$ cat src/include/lcgis_pkg.sv
// Constants for the logic cell gate input select stage.
// Function
// - Low bit 3 set passes source two true into gate one; clear blocks it.
// - Low bit 2 set passes inverted source two into gate one.
// - Low bit 1 set passes source one true into gate one.
// - Low bit 0 set passes inverted source one into gate one.
// - High bits 15..8 are gate four enables, source four down to one.
// - A gate four negated enable routes the inverted source, e.g. bit 12.
// - A clear gate four true enable blocks that source, e.g. bit 9.
// - True and negated enables of one source are independent bits.
// - High bits 7..0 are gate three enables in the same order.
// - High bit 3 set passes source two true into gate three.
// - High bit 2 set passes inverted source two into gate three.
// - High bit 1 set passes source one true into gate three.
// - High bit 0 set passes inverted source one into gate three.
// - Source n is input mux n, chosen by a three-bit select field.
package lcgis_pkg;
  localparam int unsigned ADDR_W = 2;
  localparam int unsigned DATA_W = 16;
  localparam int unsigned SEL_W  = 3;
  localparam int unsigned N_SRC  = 4;
  localparam int unsigned N_MUX_IN = 8;
  localparam logic [1:0] GLS_LOW_ADDR  = 2'h0;
  localparam logic [1:0] GLS_HIGH_ADDR = 2'h1;
  localparam logic [1:0] MUX_SEL_ADDR  = 2'h2;
  localparam logic [1:0] GATE_OUT_ADDR = 2'h3;
  localparam logic [15:0] GLS_LOW_RST  = 16'h0000;
  localparam logic [15:0] GLS_HIGH_RST = 16'h0000;
  localparam logic [15:0] MUX_SEL_RST  = 16'h0000;
  localparam logic [15:0] MUX_SEL_MASK = 16'h7777;
  localparam int unsigned GATE1_LSB = 0;
  localparam int unsigned GATE2_LSB = 8;
  localparam int unsigned GATE3_LSB = 0;
  localparam int unsigned GATE4_LSB = 8;
  localparam int unsigned GATE1_LOW_W = 4;
endpackage

$ cat src/design/lcgis_gate.sv
// One gate: OR of enabled true and inverted source paths.
`timescale 1ns/1ps
module lcgis_gate
  import lcgis_pkg::*;
#(
  parameter int unsigned NSRC = 4
)
(
  // Enables, per source a true bit above an inverted bit
  input  wire logic [2*NSRC-1:0] en,
  // Data sources
  input  wire logic [NSRC-1:0]   src,
  // Gate result
  output logic                   gate
);
  always_comb
  begin
    gate = 1'b0;
    for (int i = 0; i < NSRC; i++)
    begin
      gate = gate | (en[2*i+1] & src[i]);
      gate = gate | (en[2*i] & ~src[i]);
    end
  end
endmodule

$ cat src/design/lcgis_top.sv
// Gate input select stage with register port and input multiplexers.
`timescale 1ns/1ps
module lcgis_top
  import lcgis_pkg::*;
#(
  parameter int unsigned NIN = N_MUX_IN
)
(
  // Clock and reset
  input  wire logic              sys_clk,
  input  wire logic              nrst,
  // Register port
  input  wire logic [ADDR_W-1:0] addr,
  input  wire logic [DATA_W-1:0] wdata,
  input  wire logic              wr,
  input  wire logic              rd,
  output logic      [DATA_W-1:0] rdata,
  // Mux candidate signals, one vector per data source
  input  wire logic [NIN-1:0]    mux1_in,
  input  wire logic [NIN-1:0]    mux2_in,
  input  wire logic [NIN-1:0]    mux3_in,
  input  wire logic [NIN-1:0]    mux4_in,
  // Gate outputs
  output logic [3:0]             gate_out
);
  logic              rst_meta;
  logic              rst_n;
  logic [DATA_W-1:0] gate_input_select_low;
  logic [DATA_W-1:0] gate_input_select_high;
  logic [DATA_W-1:0] input_mux_select_reg;
  logic [N_SRC-1:0]  src;
  logic [3:0]        next_gate;
  logic [7:0]        gate1_en;

  function automatic logic pick(input logic [NIN-1:0] v,
                                input logic [SEL_W-1:0] s);
    pick = v[s];
  endfunction

  // Reset release through two flops.
  always_ff @(posedge sys_clk or negedge nrst)
  begin
    if (!nrst)
    begin
      rst_meta <= 1'b0;
      rst_n    <= 1'b0;
    end
    else
    begin
      rst_meta <= 1'b1;
      rst_n    <= rst_meta;
    end
  end

  // Register writes.
  always_ff @(posedge sys_clk or negedge rst_n)
  begin
    if (!rst_n)
    begin
      gate_input_select_low  <= GLS_LOW_RST;
      gate_input_select_high <= GLS_HIGH_RST;
      input_mux_select_reg   <= MUX_SEL_RST;
    end
    else if (wr)
    begin
      unique case (addr)
        GLS_LOW_ADDR:  gate_input_select_low  <= wdata;
        GLS_HIGH_ADDR: gate_input_select_high <= wdata;
        MUX_SEL_ADDR:  input_mux_select_reg   <= wdata & MUX_SEL_MASK;
        GATE_OUT_ADDR: ;
      endcase
    end
  end

  // Register reads, data valid the cycle after the strobe.
  always_ff @(posedge sys_clk or negedge rst_n)
  begin
    if (!rst_n)
      rdata <= '0;
    else if (rd)
    begin
      unique case (addr)
        GLS_LOW_ADDR:  rdata <= gate_input_select_low;
        GLS_HIGH_ADDR: rdata <= gate_input_select_high;
        MUX_SEL_ADDR:  rdata <= input_mux_select_reg;
        GATE_OUT_ADDR: rdata <= {12'h000, gate_out};
      endcase
    end
    else
      rdata <= '0;
  end

  // Source n comes from input mux n.
  always_comb
  begin
    src[0] = pick(mux1_in, input_mux_select_reg[2:0]);
    src[1] = pick(mux2_in, input_mux_select_reg[6:4]);
    src[2] = pick(mux3_in, input_mux_select_reg[10:8]);
    src[3] = pick(mux4_in, input_mux_select_reg[14:12]);
  end

  // Gate one uses only sources one and two.
  assign gate1_en = {4'h0,
                     gate_input_select_low[GATE1_LSB +: GATE1_LOW_W]};

  lcgis_gate #(.NSRC(N_SRC)) u_gate1
  (
    .en   (gate1_en),
    .src  (src),
    .gate (next_gate[0])
  );

  lcgis_gate #(.NSRC(N_SRC)) u_gate2
  (
    .en   (gate_input_select_low[GATE2_LSB +: 8]),
    .src  (src),
    .gate (next_gate[1])
  );

  lcgis_gate #(.NSRC(N_SRC)) u_gate3
  (
    .en   (gate_input_select_high[GATE3_LSB +: 8]),
    .src  (src),
    .gate (next_gate[2])
  );

  lcgis_gate #(.NSRC(N_SRC)) u_gate4
  (
    .en   (gate_input_select_high[GATE4_LSB +: 8]),
    .src  (src),
    .gate (next_gate[3])
  );

  // Registered gate outputs.
  always_ff @(posedge sys_clk or negedge rst_n)
  begin
    if (!rst_n)
      gate_out <= 4'h0;
    else
      gate_out <= next_gate;
  end
endmodule

$ cat config.mk
export PLATFORM = sky130hd
export DESIGN_NAME = lcgis_top
export DESIGN_NICKNAME = d
export VERILOG_FILES = /design/src/include/lcgis_pkg.sv /design/src/design/lcgis_gate.sv /design/src/design/lcgis_top.sv
export SDC_FILE = /design/constraint.sdc
export NUM_CORES = 1
export LEC_CHECK = 0
export BUFFER_PORTS_ARGS = -buffer_cell sky130_fd_sc_hd__buf_2
export CORE_ASPECT_RATIO = 0.8
export CORE_MARGIN = 1
export CORE_UTILIZATION = 57
export DETAILED_ROUTE_END_ITERATION = 6
export PLACE_DENSITY = 0.85
export SLEW_MARGIN = 20
export SYNTH_ARGS = -nofsm -noshare
export SYNTH_HDL_FRONTEND = slang
export SYNTH_SLANG_ARGS = --single-unit
$ cat constraint.sdc
create_clock -name sys_clk -period 4.8 [get_ports sys_clk]
set_input_delay 0.24 -clock sys_clk [delete_from_list [all_inputs] [get_ports sys_clk]]
set_output_delay 0.24 -clock sys_clk [all_outputs]
set_load 0.03 [all_outputs]
---- Word-level counts from Yosys, hierarchy flattened ----
Index checks and enable logic that the tools add are counted.
word-level totals
  output and inout bits ................... 20
  register bits after elaboration ......... 66
operators by class
  equality and inequality tests ........... 3
  multiplexer cells ....................... 10
  order comparisons ....................... 4
  reduce and logical (&&, ||, !) cells .... 4
  bitwise operators ....................... 56
operators by type and width
  operator            number
  $pmux 16 s4         1
  $and 1x1->1         28
  $or 1x1->1          24
  $lt 3x4->1 const B  4
  $mux 16             1
  $bmux 1 s3          4
  $reduce_and 2->1    3
  $eq 2x2->1 const B  2
  $mux 1              4
  $not 1->1           4
  $eq 2x1->1 const B  1
  $logic_not 2->1     1

---- Depth between registers and ports, before layout ----
Gate-level depths: netlist of the first run.
  word-level depth ........................ 11
  depth in mapped cells ................... 5

---- Cells and area by module ----
From an unflattened synthesis of the first run, not the netlist that was laid out.
second synthesis, totals
  cell total of the unflattened synthesis .. 214
  area total of the unflattened synthesis .. 3221.8 sq um
modules (own cells, without submodules)
  module      area an instance (sq um)  instances  cells an instance
  lcgis_top   3001.6                    1          190
  lcgis_gate  55.1                      4          6

---- Worst setup path before layout of the first run ----
Ideal clock, no wire load.
  path kind ............................... register -> register
  start point ............................. register input_mux_select_reg[0]
  end point ............................... register gate_out[1]
  setup time .............................. 0.133 ns
  period minus slack after synthesis ...... 1.616 ns
  path slack .............................. 3.184 ns
  stages on the path, launching flop included .. 5
  arrival time ............................ 1.483 ns
  required time ........................... 4.667 ns
  path through ............................ dfrtp_1 -> mux4_1 -> mux2i_4 -> mux2i_1 -> nand4_1
between the ends
  longest elaborated chain between the ends .. 11
RTL lines
  element                         RTL line          RTL
  start, declared                 lcgis_top.sv:30   logic [DATA_W-1:0] input_mux_select_reg;
  start signal, assigned          lcgis_top.sv:69   MUX_SEL_ADDR: input_mux_select_reg <= wdata & MUX_SEL_MASK;
  $bmux 1 s3 *                    lcgis_top.sv:37   pick = v[s];
  $mux 1 (not written as such) *  lcgis_top.sv:37
  $not 1->1                       lcgis_gate.sv:22  gate = gate | (en[2*i] & ~src[i]);
  $and 1x1->1                     lcgis_gate.sv:22
  $or 1x1->1 *                    lcgis_gate.sv:22
  $or 1x1->1 *                    lcgis_gate.sv:21  gate = gate | (en[2*i+1] & src[i]);
  $or 1x1->1 *                    lcgis_gate.sv:22
  $or 1x1->1 *                    lcgis_gate.sv:21
  $or 1x1->1 *                    lcgis_gate.sv:22
  $or 1x1->1 *                    lcgis_gate.sv:21
  $or 1x1->1 *                    lcgis_gate.sv:22
  net u_gate2.gate                lcgis_gate.sv:14  output logic gate
  end signal, assigned            lcgis_top.sv:140  gate_out <= next_gate;
  end, declared                   lcgis_top.sv:24   output logic [3:0] gate_out
The timed path passes the listed nets; every way through them passes the cells marked *. The select of a mux whose other input is x is not followed.
A chain may end at the register's enable or synchronous reset.

---- Worst setup path after layout of the first run ----
  start point ............................. input addr[0]
  end point ............................... register gate_input_select_high[2]
between the ends
  longest elaborated chain between the ends .. 2
RTL lines
  element                     RTL line         RTL
  start, declared             lcgis_top.sv:13  input wire logic [ADDR_W-1:0] addr,
  $eq 2x1->1                  lcgis_top.sv:66  unique case (addr)
  $reduce_and 2->1 (no line)  --
  end signal, assigned        lcgis_top.sv:68  GLS_HIGH_ADDR: gate_input_select_high <= wdata;
  end, declared               lcgis_top.sv:29  logic [DATA_W-1:0] gate_input_select_high;
No other way between the ends.

==> results_dict.tcl, run 1 <==
set metrics [dict create \
    run_status "finished, violations left" \
    violations "DRC" \
    yosys.area.top_type "dfrtp_1" \
    synth_top_area_share_pct 53.3 \
    cts_made_buffers 9 \
    synth-edff-count 0 \
    clk_path_buf_depth 2 \
    grt.overflow.total 0 \
    gr-usage-all-layers_pct 24.4 \
    vdd_drop_max_uv 225 \
    fin_cells 356 \
    grt_max_degree 65 \
    clk_pin_slew_worst_paths_ns 0.07 \
    synth_commonest_cells "dfrtp_1 (66), mux2_2 (44), mux2i_1 (39)" \
    hp-class "input port to flop" \
    largestRegisters "gate_input_select_high x16, gate_input_select_low x16, rdata x16" \
    tightest_slew_ns 0.919 \
    fin_crit_ns 1.81 \
    use_met1_pct 31.4 \
    start_util_pct 60.5 \
    vias 1997 \
    core_um2 5120 \
    insertion_delay_ns 0.35 \
    synth-seq-cells 66 \
    grt_pass1_vias 1996 \
    drive_gt1_share_pct 48.0 \
    drt_iter0_markers 104 \
    nets 343 \
    finalCritPeriodShare_pct 37.8 \
    fmax_mhz 551 \
    cp-start-kind "input port" \
    die_h_um 67.9 \
    cts_root_buf "clkbuf_8" \
    synth_most_common_cell "dfrtp_1" \
    worstPathArrival_ns 2.05 \
    synth_flop_cell "dfrtp_1" \
    cts_tree "done" \
    placedCellCount 339 \
    path_max_fanout 29 \
    max_cap_viol_count 0 \
    postSynthCellCount 216 \
    postRouteAntennaNets 0 \
    avgSynthCellArea_um2 14.3 \
    htreeDepth 3 \
    cp-end-kind "flop" \
    power.share.sequential_pct 45.4 \
    tns_ns 0 \
    worst_slew_margin_rel_pct 38.5 \
    comb_power_share_pct 22.6 \
    port_buffers 73 \
    power_density_nw_per_um2 432 \
    synth-async-reset-ratio_pct 100 \
    rows 23 \
    antenna_found_initial 0 \
    grt_pass1_wl_mm 9.99 \
    io_pins 74 \
    hpwl_mm 4.41 \
    setup_viol 0 \
    top_usage_layer "met2" \
    swShare_pct 28.8 \
    grt_setup_unrepaired "no" \
    clock_skew_ns 0.00689 \
    die_area_um2 5730 \
    final_hold_viol_count 0 \
    ys_seq_area_share_pct 53.3 \
    drcViolationCount 6 \
    use_met2_pct 38.8 \
    cts.sink_count 66 \
    p_sw_mw 0.462 \
    wl_mm 6.26 \
    leakagePower_nw 1.77 \
    synth_area_leaders "dfrtp_1 (53%), mux2_2 (16%), mux2i_1 (13%)" \
    first_pass_iters 6 \
    syn-cell-area_um2 3100 \
    synth_nets 270 \
    yosysWarnings 0 \
    met3_usage_pct 9.41 \
    post_cts_resized 0 \
    slew_viol_final 0 \
    area_growth_pct 19.9 \
    fill_cells 382 \
    cts_setup_buffers 0 \
    required_ns 5.04 \
    place.gp.congestion 0.768 \
    synth.distinct_cells 20 \
    n_antenna_cell 0 \
    p_total_mw 1.60 \
    p_clk_share_pct 32.0 \
    p_int_mw 1.14 \
    critPathKind "input port to flop" \
    cts-hold-fix-buffers 1 \
    routedWlPerCell_um 17.6 \
    via_per_inst 5.61 \
    die_w_um 84.4 \
]
[through the flow]
| step | area [um2] | setup slack, ns | hold WS (ns) | util, % |
|---|---|---|---|---|
| finish | 3710 | 2.99 | 0.145 | 72.5 |
| global route | 3710 | 2.86 | 0.125 | 72.5 |
| detailed placement | 3480 | 2.69 | 0.0278 | 67.9 |
| floorplan | 3100 | 2.83 | -0.0556 | - |
| CTS | 3710 | 3.00 | 0.131 | 72.4 |
| global placement | 3480 | 2.74 | 0.0258 | 67.9 |
[layer usage]
metal	part of all wire (%)	vias up
met3	5.7	9
met1	46	995
met2	47	57
li1	-	936
met4	1.3	0
met5	0	-
[worst paths after layout]
kind	from	end	slack (ns)	cells past startpoint
setup / recovery	addr[0]	gate_input_select_high[2]$_DFFE_PN0P_	2.99	3
hold / removal	wdata[11]	gate_input_select_high[11]$_DFFE_PN0P_	0.15	2
setup reg to reg	input_mux_select_reg[0]$_DFFE_PN0P_	gate_out[3]$_DFF_PN0_	3.00	4
hold reg to reg	rst_meta$_DFF_PN0_	rst_n$_DFF_PN0_	0.36	0
max in group asynchronous	rst_n$_DFF_PN0_	rdata[6]$_DFF_PN0_	3.86	1
min in group asynchronous	nrst	rst_n$_DFF_PN0_	0.19	2
[layout make-up]
cell class | instances | area, um2 | share of cell area [%]
Tap cell | 62 | 77.6 | 2.09
Timing Repair Buffer | 75 | 383 | 10.3
Multi-Input combinational cell | 137 | 1380 | 37.2
Sequential cell | 66 | 1650 | 44.5
Clock buffer | 11 | 141 | 3.81
Clock inverter | 5 | 77.6 | 2.09
[power groups by stage]
stage / Sequential, mW / Combinational (mW) / Clock [mW]
2_1_floorplan: 0.762 / 0.231 / 0
3_3_place_gp: 0.732 / 0.351 / 0
3_5_place_dp: 0.737 / 0.362 / 0
4_1_cts: 0.727 / 0.364 / 0.525
5_1_grt: 0.740 / 0.391 / 0.556
6_report: 0.728 / 0.363 / 0.514
[logic make-up after synthesis]
logic type	after synthesis	synth area share (%)
compound gates	10	1.62
buf+inv	13	2.26
flops	66	53.3
mux	92	35.5
other cells	1	0.121
simple gates	34	7.15
[cell usage in the layout (no fill, tap or decap), drive strengths merged]
cell         instances
bufinv               2
nor3b                1
and2                13
clkinv               2
nand4                3
buf                 74
dlygate4sd3          1
mux2                44
nand3b              11
nand2b               1
o21ai               10
conb                 1
clkbuf              11
nor2                 3
dfrtp               66
mux2i               40
nand3                1
nand2                1
clkinvlp             1
mux4                 8
[worst max-delay path, cell delays in order]
cell,delay (ns)
buf_2,0.47
nand3b_1,0.79
mux2_2,0.54
(Power assumes the default switching activity.)
==> run 2, diff against run 1 <==
--- a/config.mk
+++ b/config.mk
@@ -8,9 +8,9 @@
 export BUFFER_PORTS_ARGS = -buffer_cell sky130_fd_sc_hd__buf_2
 export CORE_ASPECT_RATIO = 0.8
 export CORE_MARGIN = 1
-export CORE_UTILIZATION = 57
+export CORE_UTILIZATION = 53
 export DETAILED_ROUTE_END_ITERATION = 6
-export PLACE_DENSITY = 0.85
+export PLACE_DENSITY = 0.8
 export SLEW_MARGIN = 20
 export SYNTH_ARGS = -nofsm -noshare
 export SYNTH_HDL_FRONTEND = slang
==> constraint.sdc (replaced) <==
create_clock -name sys_clk -period 1.8 [get_ports sys_clk]
set_input_delay 0.09 -clock sys_clk [delete_from_list [all_inputs] [get_ports sys_clk]]
set_output_delay 0.09 -clock sys_clk [all_outputs]
set_load 0.03 [all_outputs]
==> run 2 against run 1 <==
Net effect: the flow now finishes without violations; first-iteration DRC count fell by 23%; clock-buffer cell count rose by 2; sequential share of layout area fell by 1.1 points; final cell count rose by 7.3%; largest power group unchanged; final area rose by 2.6%; via count rose by 1.5%; combinational power rose to 2.7 times the previous value.
==> results_dict.tcl, run 2 (same netlist as run 1, synthesis figures left out) <==
set metrics [dict create \
    run_status "finished, final reports clean" \
    die_h_um 70.4 \
    slowest_delay_ns 0.54 \
    worstPathArrival_ns 1.90 \
    regArea_um2 1650 \
    place_area_um2 3550 \
    drcViolationCount 0 \
    cts_root_buf "clkbuf_8" \
    clock_skew_ns 0.00663 \
    max_cap_viol_count 0 \
    place.gp.congestion 0.779 \
    grt_max_degree 65 \
    insertion_delay_ns 0.34 \
    grt_setup_unrepaired "no" \
    core_um2 5530 \
    leakagePower_nw 1.81 \
    critPathTopFamily "multiplexers" \
    cts_setup_buffers 0 \
    port_buffers 73 \
    layout_commonest_cell "buf_2" \
    clk_pin_slew_worst_paths_ns 0.07 \
    cts_made_buffers 9 \
    cts_tree "done" \
    dpl_worst_slack_ns 0.00677 \
    routedWlPerCell_um 16.5 \
    finalCritPeriodShare_pct 93.1 \
    cts.sink_count 66 \
    die_area_um2 6150 \
    rows 24 \
    layout_common_cells "buf_2 (73), dfrtp_1 (64), mux2_2 (44)" \
    antenna_found_initial 0 \
    vias 2026 \
    r2r_slack_ns 0.12 \
    drt_iter0_markers 80 \
    cp_slowest_cell "mux4_2" \
    final_hold_viol_count 0 \
    via_per_inst 5.30 \
    tns_ns 0 \
    fin_ws_ns 0.124 \
    fmax_mhz 597 \
    vdd_drop_max_uv 616 \
    path_max_fanout 4 \
    grt_pass1_wl_mm 10.5 \
    start_util_pct 56.0 \
    clk_path_buf_depth 2 \
    cp-end-kind "flop" \
    largestRegisters "gate_input_select_high x16, gate_input_select_low x16, rdata x16" \
    wl_mm 6.32 \
    fill_cells 444 \
    grt.overflow.total 0 \
    postRouteAntennaNets 0 \
    design_area_um2 3810 \
    required_ns 2.02 \
    io_pins 74 \
    hp-class "input port to flop" \
    p_total_mw 4.18 \
    die_w_um 87.5 \
    drive_gt1_share_pct 48.8 \
    setup_viol 0 \
    power_density_nw_per_um2 1100 \
    first_pass_iters 4 \
    multi_input_area_um2 1370 \
    gr-usage-all-layers_pct 23.8 \
    fin_crit_ns 1.68 \
    slew_viol_final 0 \
    grt_pass1_vias 2115 \
    cp-start-kind "flop" \
    area_growth_pct 23.0 \
    critPathKind "flop to flop" \
    nets 353 \
    hpwl_mm 4.47 \
    crit_path_cell_trace "mux4_2 > mux2i_4 > mux2i_1 > nand4_1" \
    path_buf_inv 0 \
    htreeDepth 3 \
]
run 2: through the flow:
| stage | hold WS (ns) | cells | utilization (%) |
|---|---|---|---|
| global route | 0.00234 | 381 | 68.9 |
| detailed placement | -0.119 | 360 | 64.2 |
| floorplan | -0.206 | 216 | - |
| finish | 0.00897 | 382 | 68.9 |
| CTS | 0.0000767 | 381 | 69.0 |
| global placement | -0.125 | 360 | 64.2 |
run 2: power by group:
group          switching, mW  internal (mW)
combinational          0.466          0.516
clock                  0.511          0.743
sequential             0.206           1.74
total                   1.18           3.00
run 2: per-layer routing:
layer / wire length (um) / vias up / GRT usage (%) / part of all wire (%)
li1: - / 955 / - / -
met1: 2900 / 1001 / 31.0 / 46
met2: 2930 / 57 / 35.7 / 46
met3: 332 / 13 / 9.22 / 5.3
met4: 153 / 0 / 9.84 / 2.4
met5: 0 / - / 0 / 0
run 2: area by class of cell:
cell class | count | share of cell area (%)
Clock buffer | 13 | 4.43
Tap cell | 78 | 2.56
Clock inverter | 2 | 0.920
Antenna cell | 1 | 0.0657
Timing Repair Buffer | 85 | 12.7
Multi-Input combinational cell | 137 | 35.9
Sequential cell | 66 | 43.4
run 2: worst paths after layout:
| kind | cells after the start | startpoint | endpoint |
|---|---|---|---|
| max | 4 | input_mux_select_reg[0]$_DFFE_PN0P_ | gate_out[3]$_DFF_PN0_ |
| min | 2 | wdata[0] | input_mux_select_reg[0]$_DFFE_PN0P_ |
| max reg2reg | 4 | input_mux_select_reg[0]$_DFFE_PN0P_ | gate_out[3]$_DFF_PN0_ |
| min reg2reg | 1 | rst_n$_DFF_PN0_ | gate_input_select_low[1]$_DFFE_PN0P_ |
| max in group asynchronous | 1 | rst_n$_DFF_PN0_ | input_mux_select_reg[0]$_DFFE_PN0P_ |
| min in group asynchronous | 2 | nrst | rst_n$_DFF_PN0_ |
run 2: timing repair:
item | 4_1_cts | 5_1_grt
setup endpoints to repair | 0 | 3
hold buffers | 6 | 0
gates resized for setup | 0 | 3
endpoints found under the hold margin | 14 | 0
==> run 3, diff against run 2 <==
--- a/config.mk
+++ b/config.mk
@@ -6,11 +6,11 @@
 export NUM_CORES = 1
 export LEC_CHECK = 0
 export BUFFER_PORTS_ARGS = -buffer_cell sky130_fd_sc_hd__buf_2
-export CORE_ASPECT_RATIO = 0.8
+export CORE_ASPECT_RATIO = 0.5
 export CORE_MARGIN = 1
-export CORE_UTILIZATION = 53
+export CORE_UTILIZATION = 57
 export DETAILED_ROUTE_END_ITERATION = 6
-export PLACE_DENSITY = 0.8
+export PLACE_DENSITY = 0.85
 export SLEW_MARGIN = 20
 export SYNTH_ARGS = -nofsm -noshare
 export SYNTH_HDL_FRONTEND = slang
==> constraint.sdc (replaced) <==
create_clock -name sys_clk -period 2.1 [get_ports sys_clk]
set_input_delay 0.105 -clock sys_clk [delete_from_list [all_inputs] [get_ports sys_clk]]
set_output_delay 0.105 -clock sys_clk [all_outputs]
set_load 0.03 [all_outputs]
==> run 3 against run 2 <==
Net effect: hold slack improved by 0.014 ns; core utilization is 5.1 points higher; clock power shrank 16%; final area down 1.4%; setup slack better by 0.19 ns; final cell count shrank 3.1%; sequential share of layout area rose by 0.60 points; clock skew up 0.00091 ns; wire length grew 9.4%; register-to-register slack better by 0.19 ns; sequential cell count is the same; global-route usage rose by 3.3 points.
==> results_dict.tcl, run 3 (same netlist as run 1, synthesis figures left out) <==
set metrics [dict create \
    postRouteAntennaNets 0 \
    crit_path_cell_trace "mux4_1 > mux2i_4 > mux2i_1 > nand4_1" \
    critPathKind "flop to flop" \
    highest_layer "met4" \
    comb_power_share_pct 23.5 \
    place_area_um2 3550 \
    hp-class "input port to flop" \
    cts_tree "done" \
    layout_common_cells "buf_2 (73), dfrtp_1 (65), mux2_2 (44)" \
    grt_pass1_vias 2246 \
    htreeDepth 3 \
    routedWlPerCell_um 18.7 \
    p_clk_share_pct 29.4 \
    cp-start-kind "flop" \
    slew_viol_final 0 \
    insertion_delay_ns 0.33 \
    cts_root_buf "clkbuf_8" \
    io_pins 74 \
    wl_mm 6.91 \
    cp_slowest_cell "mux4_1" \
    first_pass_iters 4 \
    clk_pin_slew_worst_paths_ns 0.07 \
    clk_path_buf_depth 2 \
    grt.overflow.total 0 \
    cts_made_buffers 9 \
    design_area_um2 3750 \
    n_antenna_cell 0 \
    drive_gt1_share_pct 48.3 \
    hpwl_mm 4.86 \
    worstPathArrival_ns 1.99 \
    place.gp.congestion 0.790 \
    drt_iter0_markers 65 \
    die_area_um2 5750 \
    port_buffers 73 \
    swShare_pct 29.0 \
    clock_skew_ns 0.00754 \
    cts.sink_count 66 \
    fin_cells 370 \
    core_um2 5070 \
    power_density_nw_per_um2 952 \
    leakagePower_nw 1.80 \
    placedCellCount 353 \
    vias 2075 \
    gr-usage-all-layers_pct 27.2 \
    fin_ws_ns 0.315 \
    largestRegisters "gate_input_select_high x16, gate_input_select_low x16, rdata x16" \
    area_growth_pct 21.2 \
    power.share.sequential_pct 47.1 \
    final_hold_viol_count 0 \
    grt_max_degree 65 \
    required_ns 2.31 \
    die_h_um 54.1 \
    antenna_found_initial 0 \
    rows 18 \
    finalCritPeriodShare_pct 85.0 \
    cts_setup_buffers 0 \
    p_total_mw 3.57 \
    setup_viol 0 \
    p_int_mw 2.54 \
    via_per_inst 5.61 \
    fmax_mhz 560 \
    die_w_um 106 \
    path_buf_inv 0 \
    fin_crit_ns 1.79 \
    path_max_fanout 4 \
    post-route-util_pct 74.1 \
    max_cap_viol_count 0 \
    grt_setup_unrepaired "no" \
    drcViolationCount 0 \
    p_sw_mw 1.04 \
    critPathTopFamily "multiplexers" \
    nets 349 \
    holdWs_ns 0.0234 \
    grt_pass1_wl_mm 11.0 \
    met2_length_mm 3.34 \
    run_status "finished, final reports clean" \
    cp-end-kind "flop" \
    dpl_worst_slack_ns 0.316 \
    slowest_delay_ns 0.62 \
    start_util_pct 61.1 \
    route.met3.wl_um 323 \
    vdd_drop_max_uv 596 \
    drt-met1-wl_mm 3.04 \
    layout_commonest_cell "buf_2" \
    tns_ns 0 \
]
run 3: metal layers:
| metal | vias to the layer above | GRT usage (%) |
|---|---|---|
| li1 | 942 | - |
| met1 | 1060 | 31.8 |
| met2 | 55 | 46.5 |
| met3 | 18 | 8.84 |
| met4 | 0 | 14.1 |
| met5 | - | 0 |
run 3: final timing paths:
| check | from | endpoint | slack, ns | cells past startpoint |
|---|---|---|---|---|
| worst min-delay path | wdata[15] | gate_input_select_low[15]$_DFFE_PN0P_ | 0.02 | 2 |
| min in group asynchronous | nrst | rst_n$_DFF_PN0_ | 0.08 | 2 |
| worst max-delay path | input_mux_select_reg[0]$_DFFE_PN0P_ | gate_out[1]$_DFF_PN0_ | 0.31 | 4 |
| worst max register to register | input_mux_select_reg[0]$_DFFE_PN0P_ | gate_out[1]$_DFF_PN0_ | 0.31 | 4 |
| worst min register to register | rst_n$_DFF_PN0_ | input_mux_select_reg[12]$_DFFE_PN0P_ | 0.27 | 1 |
| max in group asynchronous | rst_n$_DFF_PN0_ | gate_input_select_high[7]$_DFFE_PN0P_ | 1.54 | 1 |
run 3: cell type report:
| type | count | area, um2 |
|---|---|---|
| clock buffer | 14 | 163 |
| clock inverter | 2 | 35.0 |
| fill | 338 | 1310 |
| multi-input combinational | 137 | 1380 |
| sequential | 66 | 1650 |
| tap | 70 | 87.6 |
| timing repair buffer | 81 | 440 |
run 3: power groups by stage:
stage | clock, mW | combinational, mW | sequential [mW]
after floorplan | 0 | 0.528 | 1.74
after global placement | 0 | 0.801 | 1.68
after detailed placement | 0 | 0.836 | 1.70
after CTS | 1.07 | 0.843 | 1.68
after global routing | 1.12 | 0.907 | 1.71
final | 1.05 | 0.841 | 1.68
run 3: repair_timing:
| action | 4_1_cts | 5_1_grt |
|---|---|---|
| resized for setup | 0 | 0 |
| hold buffers | 1 | 0 |
| endpoints found under the hold margin | 2 | 0 |
run 3: worst register-to-register path, delay by kind of cell (launching register included):
family           cells  cell delay [ns]
flip-flops           1             0.40
multiplexers         3             1.16
AND/OR/NAND/NOR      1             0.10
